## src/common/outport_map.svh

```systemverilog
// constants of the twelve-bit output port: reset values, codes, widths
// assumes inclusion by bare name from the package and the design files
`ifndef OUTPORT_MAP_SVH
`define OUTPORT_MAP_SVH

// ----------------------------------------------------------------------
// widths
// ----------------------------------------------------------------------
`define OUTPORT_PINS 12
`define OUTPORT_GROUP_BITS 4
`define OUTPORT_DIV_BITS 6

// ----------------------------------------------------------------------
// reset values
// ----------------------------------------------------------------------
`define OUTPORT_DATA_RST 4'hf
`define OUTPORT_FLOAT_BITS_RST 4'h0
`define OUTPORT_FLOAT_GRP_RST 1'h0
`define OUTPORT_SPC_EN_RST 1'h0
`define OUTPORT_FREQ_RST 2'h0

// ----------------------------------------------------------------------
// oscillator output frequency select codes
// ----------------------------------------------------------------------
`define OUTPORT_FREQ_HS 2'h3
`define OUTPORT_FREQ_LS 2'h2
`define OUTPORT_FREQ_DIV8 2'h1
`define OUTPORT_FREQ_DIV64 2'h0

// ----------------------------------------------------------------------
// divider taps on the low-speed edge counter
// ----------------------------------------------------------------------
`define OUTPORT_TAP_DIV8 2
`define OUTPORT_TAP_DIV64 5

// ----------------------------------------------------------------------
// terminal positions inside group 0
// ----------------------------------------------------------------------
`define OUTPORT_TIMER_BIT 2
`define OUTPORT_OSC_BIT 3

`endif

```

## src/common/outport_pkg.sv

```systemverilog
// types of the twelve-bit output port
// assumes outport_map.svh on the include path
package outport_pkg;
	`include "outport_map.svh"

	typedef logic [1:0] osc_freq_t;

	// one four-bit write, strobe and value
	typedef struct packed {
		logic we;
		logic [3:0] data;
	} nib_wr_s;

	// single-bit write, strobe and value
	typedef struct packed {
		logic we;
		logic data;
	} bit_wr_s;

	// special output control write
	typedef struct packed {
		logic we;
		logic timer_clock_out_en;
		logic osc_clock_out_en;
		osc_freq_t osc_out_freq_sel;
	} spc_wr_s;

	// every cpu write towards the port
	typedef struct packed {
		nib_wr_s out_group0;
		nib_wr_s out_group1;
		nib_wr_s out_group2;
		nib_wr_s float_ctl_bits;
		bit_wr_s float_ctl_group1;
		bit_wr_s float_ctl_group2;
		spc_wr_s special;
	} port_wr_s;

	// readback of the stored control state
	typedef struct packed {
		logic [3:0] out_group0;
		logic [3:0] out_group1;
		logic [3:0] out_group2;
		logic [3:0] float_ctl_bits;
		logic float_ctl_group1;
		logic float_ctl_group2;
		logic timer_clock_out_en;
		logic osc_clock_out_en;
		osc_freq_t osc_out_freq_sel;
	} port_state_s;
endpackage

```

## src/hdl/output_port_with_clock_out.sv

```systemverilog
// twelve-bit output port with timer and oscillator clock outputs
// assumes cpu writes arrive as core-clock strobes; clocks come from pins
`timescale 1ns/10ps
`include "outport_map.svh"
module output_port_with_clock_out
	import outport_pkg::*;
#(
	parameter bit GROUP1_OPEN_DRAIN = 1'b0,
	parameter bit GROUP2_OPEN_DRAIN = 1'b0
) (
	input wire logic i_core_clk,
	input wire logic i_srst,
	input outport_pkg::port_wr_s i_wr,
	input wire logic i_timer_clk,
	input wire logic i_low_speed_osc_clk,
	input wire logic i_high_speed_osc_clk,
	output logic [11:0] o_pin_out,
	output logic [11:0] o_pin_oe_n,
	output outport_pkg::port_state_s o_state
);
	import outport_pkg::*;

	// ------------------------------------------------------------------
	// stored control state
	// ------------------------------------------------------------------
	port_state_s ctl_q;
	port_state_s ctl_d;
	port_state_s state_q;
	logic [11:0] pin_out_q;
	logic [11:0] pin_out_d;
	logic [11:0] pin_oe_n_q;
	logic [11:0] pin_oe_n_d;

	// ------------------------------------------------------------------
	// clock inputs from outside the core domain
	// ------------------------------------------------------------------
	logic timer_lvl;
	logic ls_lvl;
	logic hs_lvl;
	logic ls_div8;
	logic ls_div64;

	pin_sync u_sync_timer (
		.i_core_clk(i_core_clk),
		.i_srst(i_srst),
		.i_async(i_timer_clk),
		.o_level(timer_lvl)
	);

	pin_sync u_sync_ls (
		.i_core_clk(i_core_clk),
		.i_srst(i_srst),
		.i_async(i_low_speed_osc_clk),
		.o_level(ls_lvl)
	);

	pin_sync u_sync_hs (
		.i_core_clk(i_core_clk),
		.i_srst(i_srst),
		.i_async(i_high_speed_osc_clk),
		.o_level(hs_lvl)
	);

	ls_clk_divider u_ls_div (
		.i_core_clk(i_core_clk),
		.i_srst(i_srst),
		.i_level(ls_lvl),
		.o_div8(ls_div8),
		.o_div64(ls_div64)
	);

	// ------------------------------------------------------------------
	// write decode
	// ------------------------------------------------------------------
	wire [3:0] grp0_d = i_wr.out_group0.we ?
		i_wr.out_group0.data : ctl_q.out_group0;
	wire [3:0] grp1_d = i_wr.out_group1.we ?
		i_wr.out_group1.data : ctl_q.out_group1;
	wire [3:0] grp2_d = i_wr.out_group2.we ?
		i_wr.out_group2.data : ctl_q.out_group2;
	wire [3:0] fbits_d = i_wr.float_ctl_bits.we ?
		i_wr.float_ctl_bits.data : ctl_q.float_ctl_bits;
	wire fg1_d = i_wr.float_ctl_group1.we ?
		i_wr.float_ctl_group1.data : ctl_q.float_ctl_group1;
	wire fg2_d = i_wr.float_ctl_group2.we ?
		i_wr.float_ctl_group2.data : ctl_q.float_ctl_group2;
	wire spc_we = i_wr.special.we;
	wire ten_d = spc_we ?
		i_wr.special.timer_clock_out_en : ctl_q.timer_clock_out_en;
	wire oen_d = spc_we ?
		i_wr.special.osc_clock_out_en : ctl_q.osc_clock_out_en;
	wire [1:0] freq_d = spc_we ?
		i_wr.special.osc_out_freq_sel : ctl_q.osc_out_freq_sel;

	assign ctl_d = '{
		out_group0: grp0_d,
		out_group1: grp1_d,
		out_group2: grp2_d,
		float_ctl_bits: fbits_d,
		float_ctl_group1: fg1_d,
		float_ctl_group2: fg2_d,
		timer_clock_out_en: ten_d,
		osc_clock_out_en: oen_d,
		osc_out_freq_sel: freq_d
	};

	// ------------------------------------------------------------------
	// oscillator clock selection
	// ------------------------------------------------------------------
	wire sel_hs = (freq_d == `OUTPORT_FREQ_HS);
	wire sel_ls = (freq_d == `OUTPORT_FREQ_LS);
	wire sel_d8 = (freq_d == `OUTPORT_FREQ_DIV8);
	// 00 falls through to the divide-by-64 tap
	wire osc_clock_out = sel_hs ? hs_lvl :
		sel_ls ? ls_lvl :
		sel_d8 ? ls_div8 : ls_div64;
	wire timer_clock_out = timer_lvl;

	// ------------------------------------------------------------------
	// terminal levels
	// ------------------------------------------------------------------
	// special clocks are gated by the data bit, so writing 0 forces low;
	// enable changes are not synchronised to the clock, a runt may appear
	wire lvl2 = ten_d ? (grp0_d[`OUTPORT_TIMER_BIT] & timer_clock_out) :
		grp0_d[`OUTPORT_TIMER_BIT];
	wire lvl3 = oen_d ? (grp0_d[`OUTPORT_OSC_BIT] & osc_clock_out) :
		grp0_d[`OUTPORT_OSC_BIT];
	wire [3:0] lvl0 = {lvl3, lvl2, grp0_d[1:0]};

	// open-drain releases the pin for a high level
	wire [3:0] od1_rel = GROUP1_OPEN_DRAIN ? grp1_d : 4'h0;
	wire [3:0] od2_rel = GROUP2_OPEN_DRAIN ? grp2_d : 4'h0;

	assign pin_out_d = {grp2_d, grp1_d, lvl0};
	assign pin_oe_n_d = {
		{4{fg2_d}} | od2_rel,
		{4{fg1_d}} | od1_rel,
		fbits_d
	};

	// ------------------------------------------------------------------
	// registers
	// ------------------------------------------------------------------
	always_ff @(posedge i_core_clk) begin
		if (i_srst) begin
			ctl_q <= '{
				out_group0: `OUTPORT_DATA_RST,
				out_group1: `OUTPORT_DATA_RST,
				out_group2: `OUTPORT_DATA_RST,
				float_ctl_bits: `OUTPORT_FLOAT_BITS_RST,
				float_ctl_group1: `OUTPORT_FLOAT_GRP_RST,
				float_ctl_group2: `OUTPORT_FLOAT_GRP_RST,
				timer_clock_out_en: `OUTPORT_SPC_EN_RST,
				osc_clock_out_en: `OUTPORT_SPC_EN_RST,
				osc_out_freq_sel: `OUTPORT_FREQ_RST
			};
		end else begin
			ctl_q <= ctl_d;
		end
	end

	always_ff @(posedge i_core_clk) begin
		if (i_srst) begin
			pin_out_q <= 12'hfff;
			pin_oe_n_q <= {GROUP2_OPEN_DRAIN ? 4'hf : 4'h0,
				GROUP1_OPEN_DRAIN ? 4'hf : 4'h0, 4'h0};
		end else begin
			pin_out_q <= pin_out_d;
			pin_oe_n_q <= pin_oe_n_d;
		end
	end

	assign state_q = ctl_q;
	assign o_state = state_q;
	assign o_pin_out = pin_out_q;
	assign o_pin_oe_n = pin_oe_n_q;

	wire run = !i_srst;
endmodule

```

## src/hdl/pin_sync.sv

```systemverilog
// three-stage synchroniser for a level from outside the core clock
// assumes a free-running core clock and a synchronous reset
`timescale 1ns/10ps
module pin_sync (
	input wire logic i_core_clk,
	input wire logic i_srst,
	input wire logic i_async,
	output logic o_level
);
	logic s1_q;
	logic s2_q;
	logic s3_q;
	logic level_q;
	wire agree = (s2_q == s3_q);

	always_ff @(posedge i_core_clk) begin
		if (i_srst) begin
			s1_q <= 1'b0;
			s2_q <= 1'b0;
			s3_q <= 1'b0;
			level_q <= 1'b0;
		end else begin
			s1_q <= i_async;
			s2_q <= s1_q;
			s3_q <= s2_q;
			if (agree) begin
				level_q <= s3_q;
			end
		end
	end

	assign o_level = level_q;
endmodule

```

## src/hdl/ls_clk_divider.sv

```systemverilog
// divides the synchronised low-speed clock by 8 and by 64
// assumes a level already synchronised to the core clock
`timescale 1ns/10ps
`include "outport_map.svh"
module ls_clk_divider
	import outport_pkg::*;
(
	input wire logic i_core_clk,
	input wire logic i_srst,
	input wire logic i_level,
	output logic o_div8,
	output logic o_div64
);
	logic prev_q;
	logic [`OUTPORT_DIV_BITS-1:0] cnt_q;
	logic [`OUTPORT_DIV_BITS-1:0] cnt_d;
	wire rise = i_level & ~prev_q;

	// each counter bit k toggles once per 2**k rising edges
	assign cnt_d = rise ? cnt_q + 6'h1 : cnt_q;

	always_ff @(posedge i_core_clk) begin
		if (i_srst) begin
			prev_q <= 1'b0;
			cnt_q <= 6'h0;
		end else begin
			prev_q <= i_level;
			cnt_q <= cnt_d;
		end
	end

	assign o_div8 = cnt_q[`OUTPORT_TAP_DIV8];
	assign o_div64 = cnt_q[`OUTPORT_TAP_DIV64];
endmodule

```

## config.mk

```make
export PLATFORM = sky130hd
export DESIGN_NAME = output_port_with_clock_out
export DESIGN_NICKNAME = d
export VERILOG_FILES = /design/src/common/outport_pkg.sv /design/src/hdl/output_port_with_clock_out.sv /design/src/hdl/pin_sync.sv /design/src/hdl/ls_clk_divider.sv
export VERILOG_INCLUDE_DIRS = /design/src /design/src/common
export SDC_FILE = /design/constraint.sdc
export NUM_CORES = 1
export LEC_CHECK = 0
export BUFFER_PORTS_ARGS = -buffer_cell sky130_fd_sc_hd__buf_2
export CAP_MARGIN = 15
export CELL_PAD_IN_SITES_DETAIL_PLACEMENT = 1
export CELL_PAD_IN_SITES_GLOBAL_PLACEMENT = 2
export CORE_AREA = 2 2 80 82
export CTS_BUF_LIST = sky130_fd_sc_hd__clkbuf_16
export CTS_CLUSTER_SIZE = 20
export DETAILED_ROUTE_END_ITERATION = 8
export DIE_AREA = 0 0 82 84
export PLACE_DENSITY_LB_ADDON = 0.15
export SYNTH_ARGS = -nofsm -noshare
export SYNTH_HDL_FRONTEND = slang
export SYNTH_SLANG_ARGS = --single-unit
```

## constraint.sdc

```tcl
create_clock -name i_core_clk -period 4.19 [get_ports i_core_clk]
set_input_delay 0.2095 -clock i_core_clk [delete_from_list [all_inputs] [get_ports i_core_clk]]
set_output_delay 0.2095 -clock i_core_clk [all_outputs]
set_load 0.01 [all_outputs]
```

* Yosys cells after proc, flatten, opt, wreduce, memory -nomap -nowiden *
Index checks and enable logic that the tools add are counted.

word-level totals
  register bits after elaboration = 62
  output and inout port bits = 46
  bits of input ports = 34

operators by class
  add/subtract/negate cells = 1
  equal/unequal tests = 6
  multiplexer cells = 14
  bitwise operators = 4

operators by type and width
  kind                                            count
  two-way mux 4 bit                               4
  two-way mux 1 bit                               9
  adder 6 x 1 -> 6 bit (second input constant)    1
  == test 2 bit (second input constant)           2
  AND 1 bit                                       3
  == test 1 bit                                   3
  == test 2 x 1 -> 1 bit (second input constant)  1
  two-way mux 2 bit                               1
  inverter 1 bit                                  1

* Longest topological paths before layout *
  depth after elaboration = 7
  mapped depth = 4
  mapped depth without buffers = 4

* Cells and area by module *
A second synthesis with hierarchy kept.

unflattened totals
  cells, all modules = 169
  area, all modules = 1722.9 sq um

modules (own cells, without submodules)
  module                      area each (sq um)  instances  cells an instance  seq. area each (sq um)
  output_port_with_clock_out  1081.0             1          108                480.5
  pin_sync                    112.6              3          10                 80.1
  ls_clk_divider              304.0              1          31                 140.1

* Least setup slack after synthesis *
No wires, ideal clock.

  kind = input-to-reg
  from = input port i_wr[4] (netlist bit)
  to = register pin_out_q[3] (netlist: o_pin_out[3])
  data required time = 4.070 ns
  data arrival time = 1.300 ns
  stages on the path = 4
  setup time = 0.120 ns
  setup slack = 2.770 ns
  cells stage by stage = buf_6 mux2i_1 mux4_2 o31a_1

between the ends
  cells in the longest elaborated chain, start to end = 7
  elaborated cells between the ends (all ways) = 10
  those cells by class = eq/ne: 3; mux: 6; bitwise: 1

ends and longest elaborated chain
  what                                     RTL line                           RTL
  start, declared                          output_port_with_clock_out.sv:13   input outport_pkg::port_wr_s i_wr,
  two-way mux 2 bit                        output_port_with_clock_out.sv:92   wire [1:0] freq_d = spc_we ?
  == test 2 x 1 -> 1 bit (no source line)  --
  two-way mux 1 bit                        output_port_with_clock_out.sv:116  sel_d8 ? ls_div8 : ls_div64;
  two-way mux 1 bit                        output_port_with_clock_out.sv:115  sel_ls ? ls_lvl :
  two-way mux 1 bit                        output_port_with_clock_out.sv:114  wire osc_clock_out = sel_hs ? hs_lvl :
  AND 1 bit                                output_port_with_clock_out.sv:126  wire lvl3 = oen_d ? (grp0_d[`OUTPORT_OSC_BIT] & osc_clock_out) :
  two-way mux 1 bit *                      output_port_with_clock_out.sv:126
  end signal, assigned                     output_port_with_clock_out.sv:168  pin_out_q <= pin_out_d;
  end, declared                            output_port_with_clock_out.sv:29   logic [11:0] pin_out_q;

Mark *: on every way between the ends. The rest lies on a longest branch, timed or not.
A chain may end at the register's enable or synchronous reset.

* Worst setup path after layout *
  from = register ctl_q (netlist bit o_state[0])
  to = register pin_out_q[3] (netlist: o_pin_out[3])

between the ends
  cells in the longest elaborated chain, start to end = 7
  elaborated cells between the ends (all ways) = 9
  those cells by class = eq/ne: 3; mux: 5; bitwise: 1

ends and longest elaborated chain
  what                                     RTL line                           RTL
  start, declared                          output_port_with_clock_out.sv:26   port_state_s ctl_q;
  start signal, assigned                   output_port_with_clock_out.sv:146  ctl_q <= '{
  start signal, assigned                   output_port_with_clock_out.sv:158  ctl_q <= ctl_d;
  two-way mux 2 bit *                      output_port_with_clock_out.sv:92
  == test 2 x 1 -> 1 bit (no source line)  --
  two-way mux 1 bit                        output_port_with_clock_out.sv:116
  two-way mux 1 bit                        output_port_with_clock_out.sv:115
  two-way mux 1 bit *                      output_port_with_clock_out.sv:114
  AND 1 bit *                              output_port_with_clock_out.sv:126
  two-way mux 1 bit *                      output_port_with_clock_out.sv:126

Marked as above.

==> metrics.md <==
| Metric | Value |
|---|---|
| Final Max Tran Viols | `0` |
| Avg WL per Cell | `12.2 um` |
| CTS tree | `built` |
| GRT Residual Overflow | `0` |
| Lkg Pwr | `0.966 nW` |
| Routed via count | `1271` |
| Netlist Area Pre-Place | `1650 um^2` |
| Ys flop type | `dfxtp_1` |
| Commonest cells post-synth | `dfxtp_1 (43), buf_4 (22), nor2b_1 (22)` |
| GRT Resource Usage Total | `10.9%` |
| Htree depth | `2` |
| Unique masters post-synth | `21` |
| Skew final | `0.00448 ns` |
| Row Count | `29` |
| Clock buffer depth | `2` |
| Peak VDD IR | `0.171 mV` |
| TritonRoute pass-1 iters | `4` |
| Pwr Density | `430 nW/um^2` |
| Worst-path cell chain | `mux2i_1, mux4_2, o31a_1` |
| Initial antenna violation count | `0` |
| Post-DP HPWL | `2670 um` |
| Crit path max-delay family | `multiplexers` |
| Final instance area | `2080 um^2` |
| Placed inst area | `1940 um^2` |
| Synthesized flop and latch total | `43` |
| Top post-synthesis cells by area | `dfxtp_1 (52%), buf_4 (10%), nor2b_1 (8.3%)` |
| Setup CP Type | `reg2reg` |
| Slew @ Worst Pin | `0.776 ns` |
| DIE WIDTH | `82 um` |
| Crit path largest cell delay | `0.53 ns` |
| Synth top area share | `52.1%` |
| Number of enable flip-flop cells after synthesis | `0` |
| Die footprint | `6890 um^2` |
| Overall Power | `0.000895 W` |
| Antenna viol nets, final | `0` |
| Avg Cell Area, Syn | `10.4 um^2` |
| Register area share after synthesis | `52.1%` |
| Cts bufs inserted | `5` |
| Number of post-CTS setup repair buffers | `0` |
| Max-cap violations | `0` |
| Fin nets | `251` |
| IO buf count | `79` |
| Synth area leader | `dfxtp_1` |
| Remaining DRCs | `0` |
| Die Y | `84 um` |
| Endpoints failing hold | `0` |
| Setup-failing EPs final | `0` |
| Critical Path RT | `4.36 ns` |
| Synth-to-Final Area Change | `26.0%` |
| Hold/Removal Path Class | `in2reg` |
| Clock Pin Slew Worst Setup and Hold Paths | `0.06 ns` |
| Tcrit/Tclk final | `33.9%` |
| Crit-path max FO | `2` |
| WP data arrival | `1.58 ns` |
| Setup crit start kind | `register` |
| PostCTS Resize Cnt | `0` |
| Share of cells above drive strength 1 | `39.2%` |
| Asr flop ratio synth | `0%` |
| Diode count | `0` |
| Setup crit end kind | `register` |
| Initial DRC count | `28` |
| I/O pins | `80` |
| Worst-Skew Late Latency | `0.28 ns` |
| Max Clk Rate | `0.705 GHz` |
| Crit path buf inv count | `0` |
| Via density | `4.32` |
| Syn. warnings | `0` |
| Root Driver | `clkbuf_16` |
| Initial Util | `27.1%` |
| Clk sinks | `43` |
| Area of the core | `6100 um^2` |
| Vias in the first global route | `1256` |
| Status | `complete, no violations` |
| Largest net degree at the start of global routing | `44` |
| Final TNS setup | `0 ns` |
| Post-synthesis cell count | `159` |
| Count leader, synth | `dfxtp_1` |
| Mapped Nets | `194` |
| Slowest cell on crit path | `mux4_2` |
| Min Tclk post-route | `1.42 ns` |
| RSZ-0062 raised after global routing | `false` |
| Global-route wire length before repair | `5840 um` |
| Max_slew headroom | `48.2%` |
| CTS Hold Bufs | `0` |
| Final Routed Wirelength | `3590 um` |
| RD Place Congestion | `0.686` |
==> worst reg2reg max path: stages, from the launching register on <==
cell and delay, ns:
dfxtp_1 0.31, mux2i_1 0.22, mux4_2 0.53, o31a_1 0.25
==> worst paths after layout <==
check / from / to / slack [ns] / cells after the start
max: o_state[0]$_SDFF_PP0_ / o_pin_out[3]$_SDFF_PP1_ / 2.77 / 3
min: i_wr[25] / o_state[19]$_SDFFE_PP1P_ / 0.13 / 2
max reg2reg: o_state[0]$_SDFF_PP0_ / o_pin_out[3]$_SDFF_PP1_ / 2.77 / 3
min reg2reg: u_sync_hs.s1_q$_SDFF_PP0_ / u_sync_hs.s2_q$_SDFF_PP0_ / 0.44 / 1
==> cells by family (layout without fill, tap and decap cells) <==
kind of cell,after synthesis,after routing,synth area share [%]
muxes,12,12,8.03
DFF,43,43,52.1
buffers and inverters,29,87,12.0
xor gates and xnor gates,2,2,1.06
AOI/OAI and AO/OA,26,26,11.2
adders and majority gates,1,1,0.757
and+or+nand+nor,46,46,14.8
==> sequential cells by signal, summed over array words and instances (netlist names) <==
signal / count
o_state: 19
u_ls_div.cnt_q: 6
o_pin_out: 3
o_pin_oe_n: 2
u_ls_div.prev_q: 1
u_sync_hs.o_level: 1
u_sync_hs.s1_q: 1
u_sync_hs.s2_q: 1
u_sync_hs.s3_q: 1
u_sync_ls.o_level: 1
u_sync_ls.s1_q: 1
u_sync_ls.s2_q: 1
u_sync_ls.s3_q: 1
u_sync_timer.o_level: 1
u_sync_timer.s1_q: 1
u_sync_timer.s2_q: 1
u_sync_timer.s3_q: 1
==> where the power goes <==
part	switching [W]	internal [W]	leakage (nW)
Combinational	0.0000499	0.0000479	0.541
Clock	0.000144	0.000214	0.0701
Sequential	0.0000103	0.000429	0.354
Total	0.000204	0.000691	0.966
==> metal layers <==
layer,global-route usage [%],wire [um]
met3,4.11,253
met4,3.18,34
met5,0,0
met1,12.2,1460
met2,18.8,1840
==> area by class of cell <==
class                   instances  area [um^2]
clock buffers                   5          125
clock inverters                 3         11.3
fillers                       717         4020
multi-input cells              87          592
flip-flops and latches         43          861
well taps                      77         96.3
repair buffers                 79          395
==> cells in the final DEF, fill, tap and decap left out <==
| cell type | synthesis | layout |
|---|---|---|
| mux2i_1 | 11 | 11 |
| nand3_1 | 1 | 1 |
| clkinv_1 | 0 | 2 |
| nand2b_1 | 1 | 1 |
| inv_1 | 0 | 1 |
| a21oi_1 | 6 | 6 |
| a211o_1 | 12 | 12 |
| xor2_1 | 2 | 2 |
| or4_1 | 1 | 1 |
| dfxtp_1 | 43 | 43 |
| clkbuf_16 | 0 | 5 |
| mux4_2 | 1 | 1 |
| nor2b_1 | 22 | 22 |
| ha_1 | 1 | 1 |
| nand2_1 | 5 | 5 |
| nand3b_1 | 1 | 1 |
| o21ai_0 | 5 | 5 |
| o31ai_1 | 1 | 1 |
| nor2_1 | 13 | 13 |
| o31a_1 | 2 | 2 |
| buf_2 | 0 | 79 |
| or3_1 | 2 | 2 |
==> metrics by stage <==
step,hold WS (ns),setup slack (ns),utilization (%),std cells
6_report,0.129,2.77,34.1,294
4_1_cts,0.124,2.76,34.1,294
2_1_floorplan,0.327,2.77,-,159
3_5_place_dp,0.417,2.63,31.9,286
3_3_place_gp,0.410,2.65,31.9,286
5_1_grt,0.139,2.66,34.1,294
Note: power is estimated with default switching activity, not from simulation.
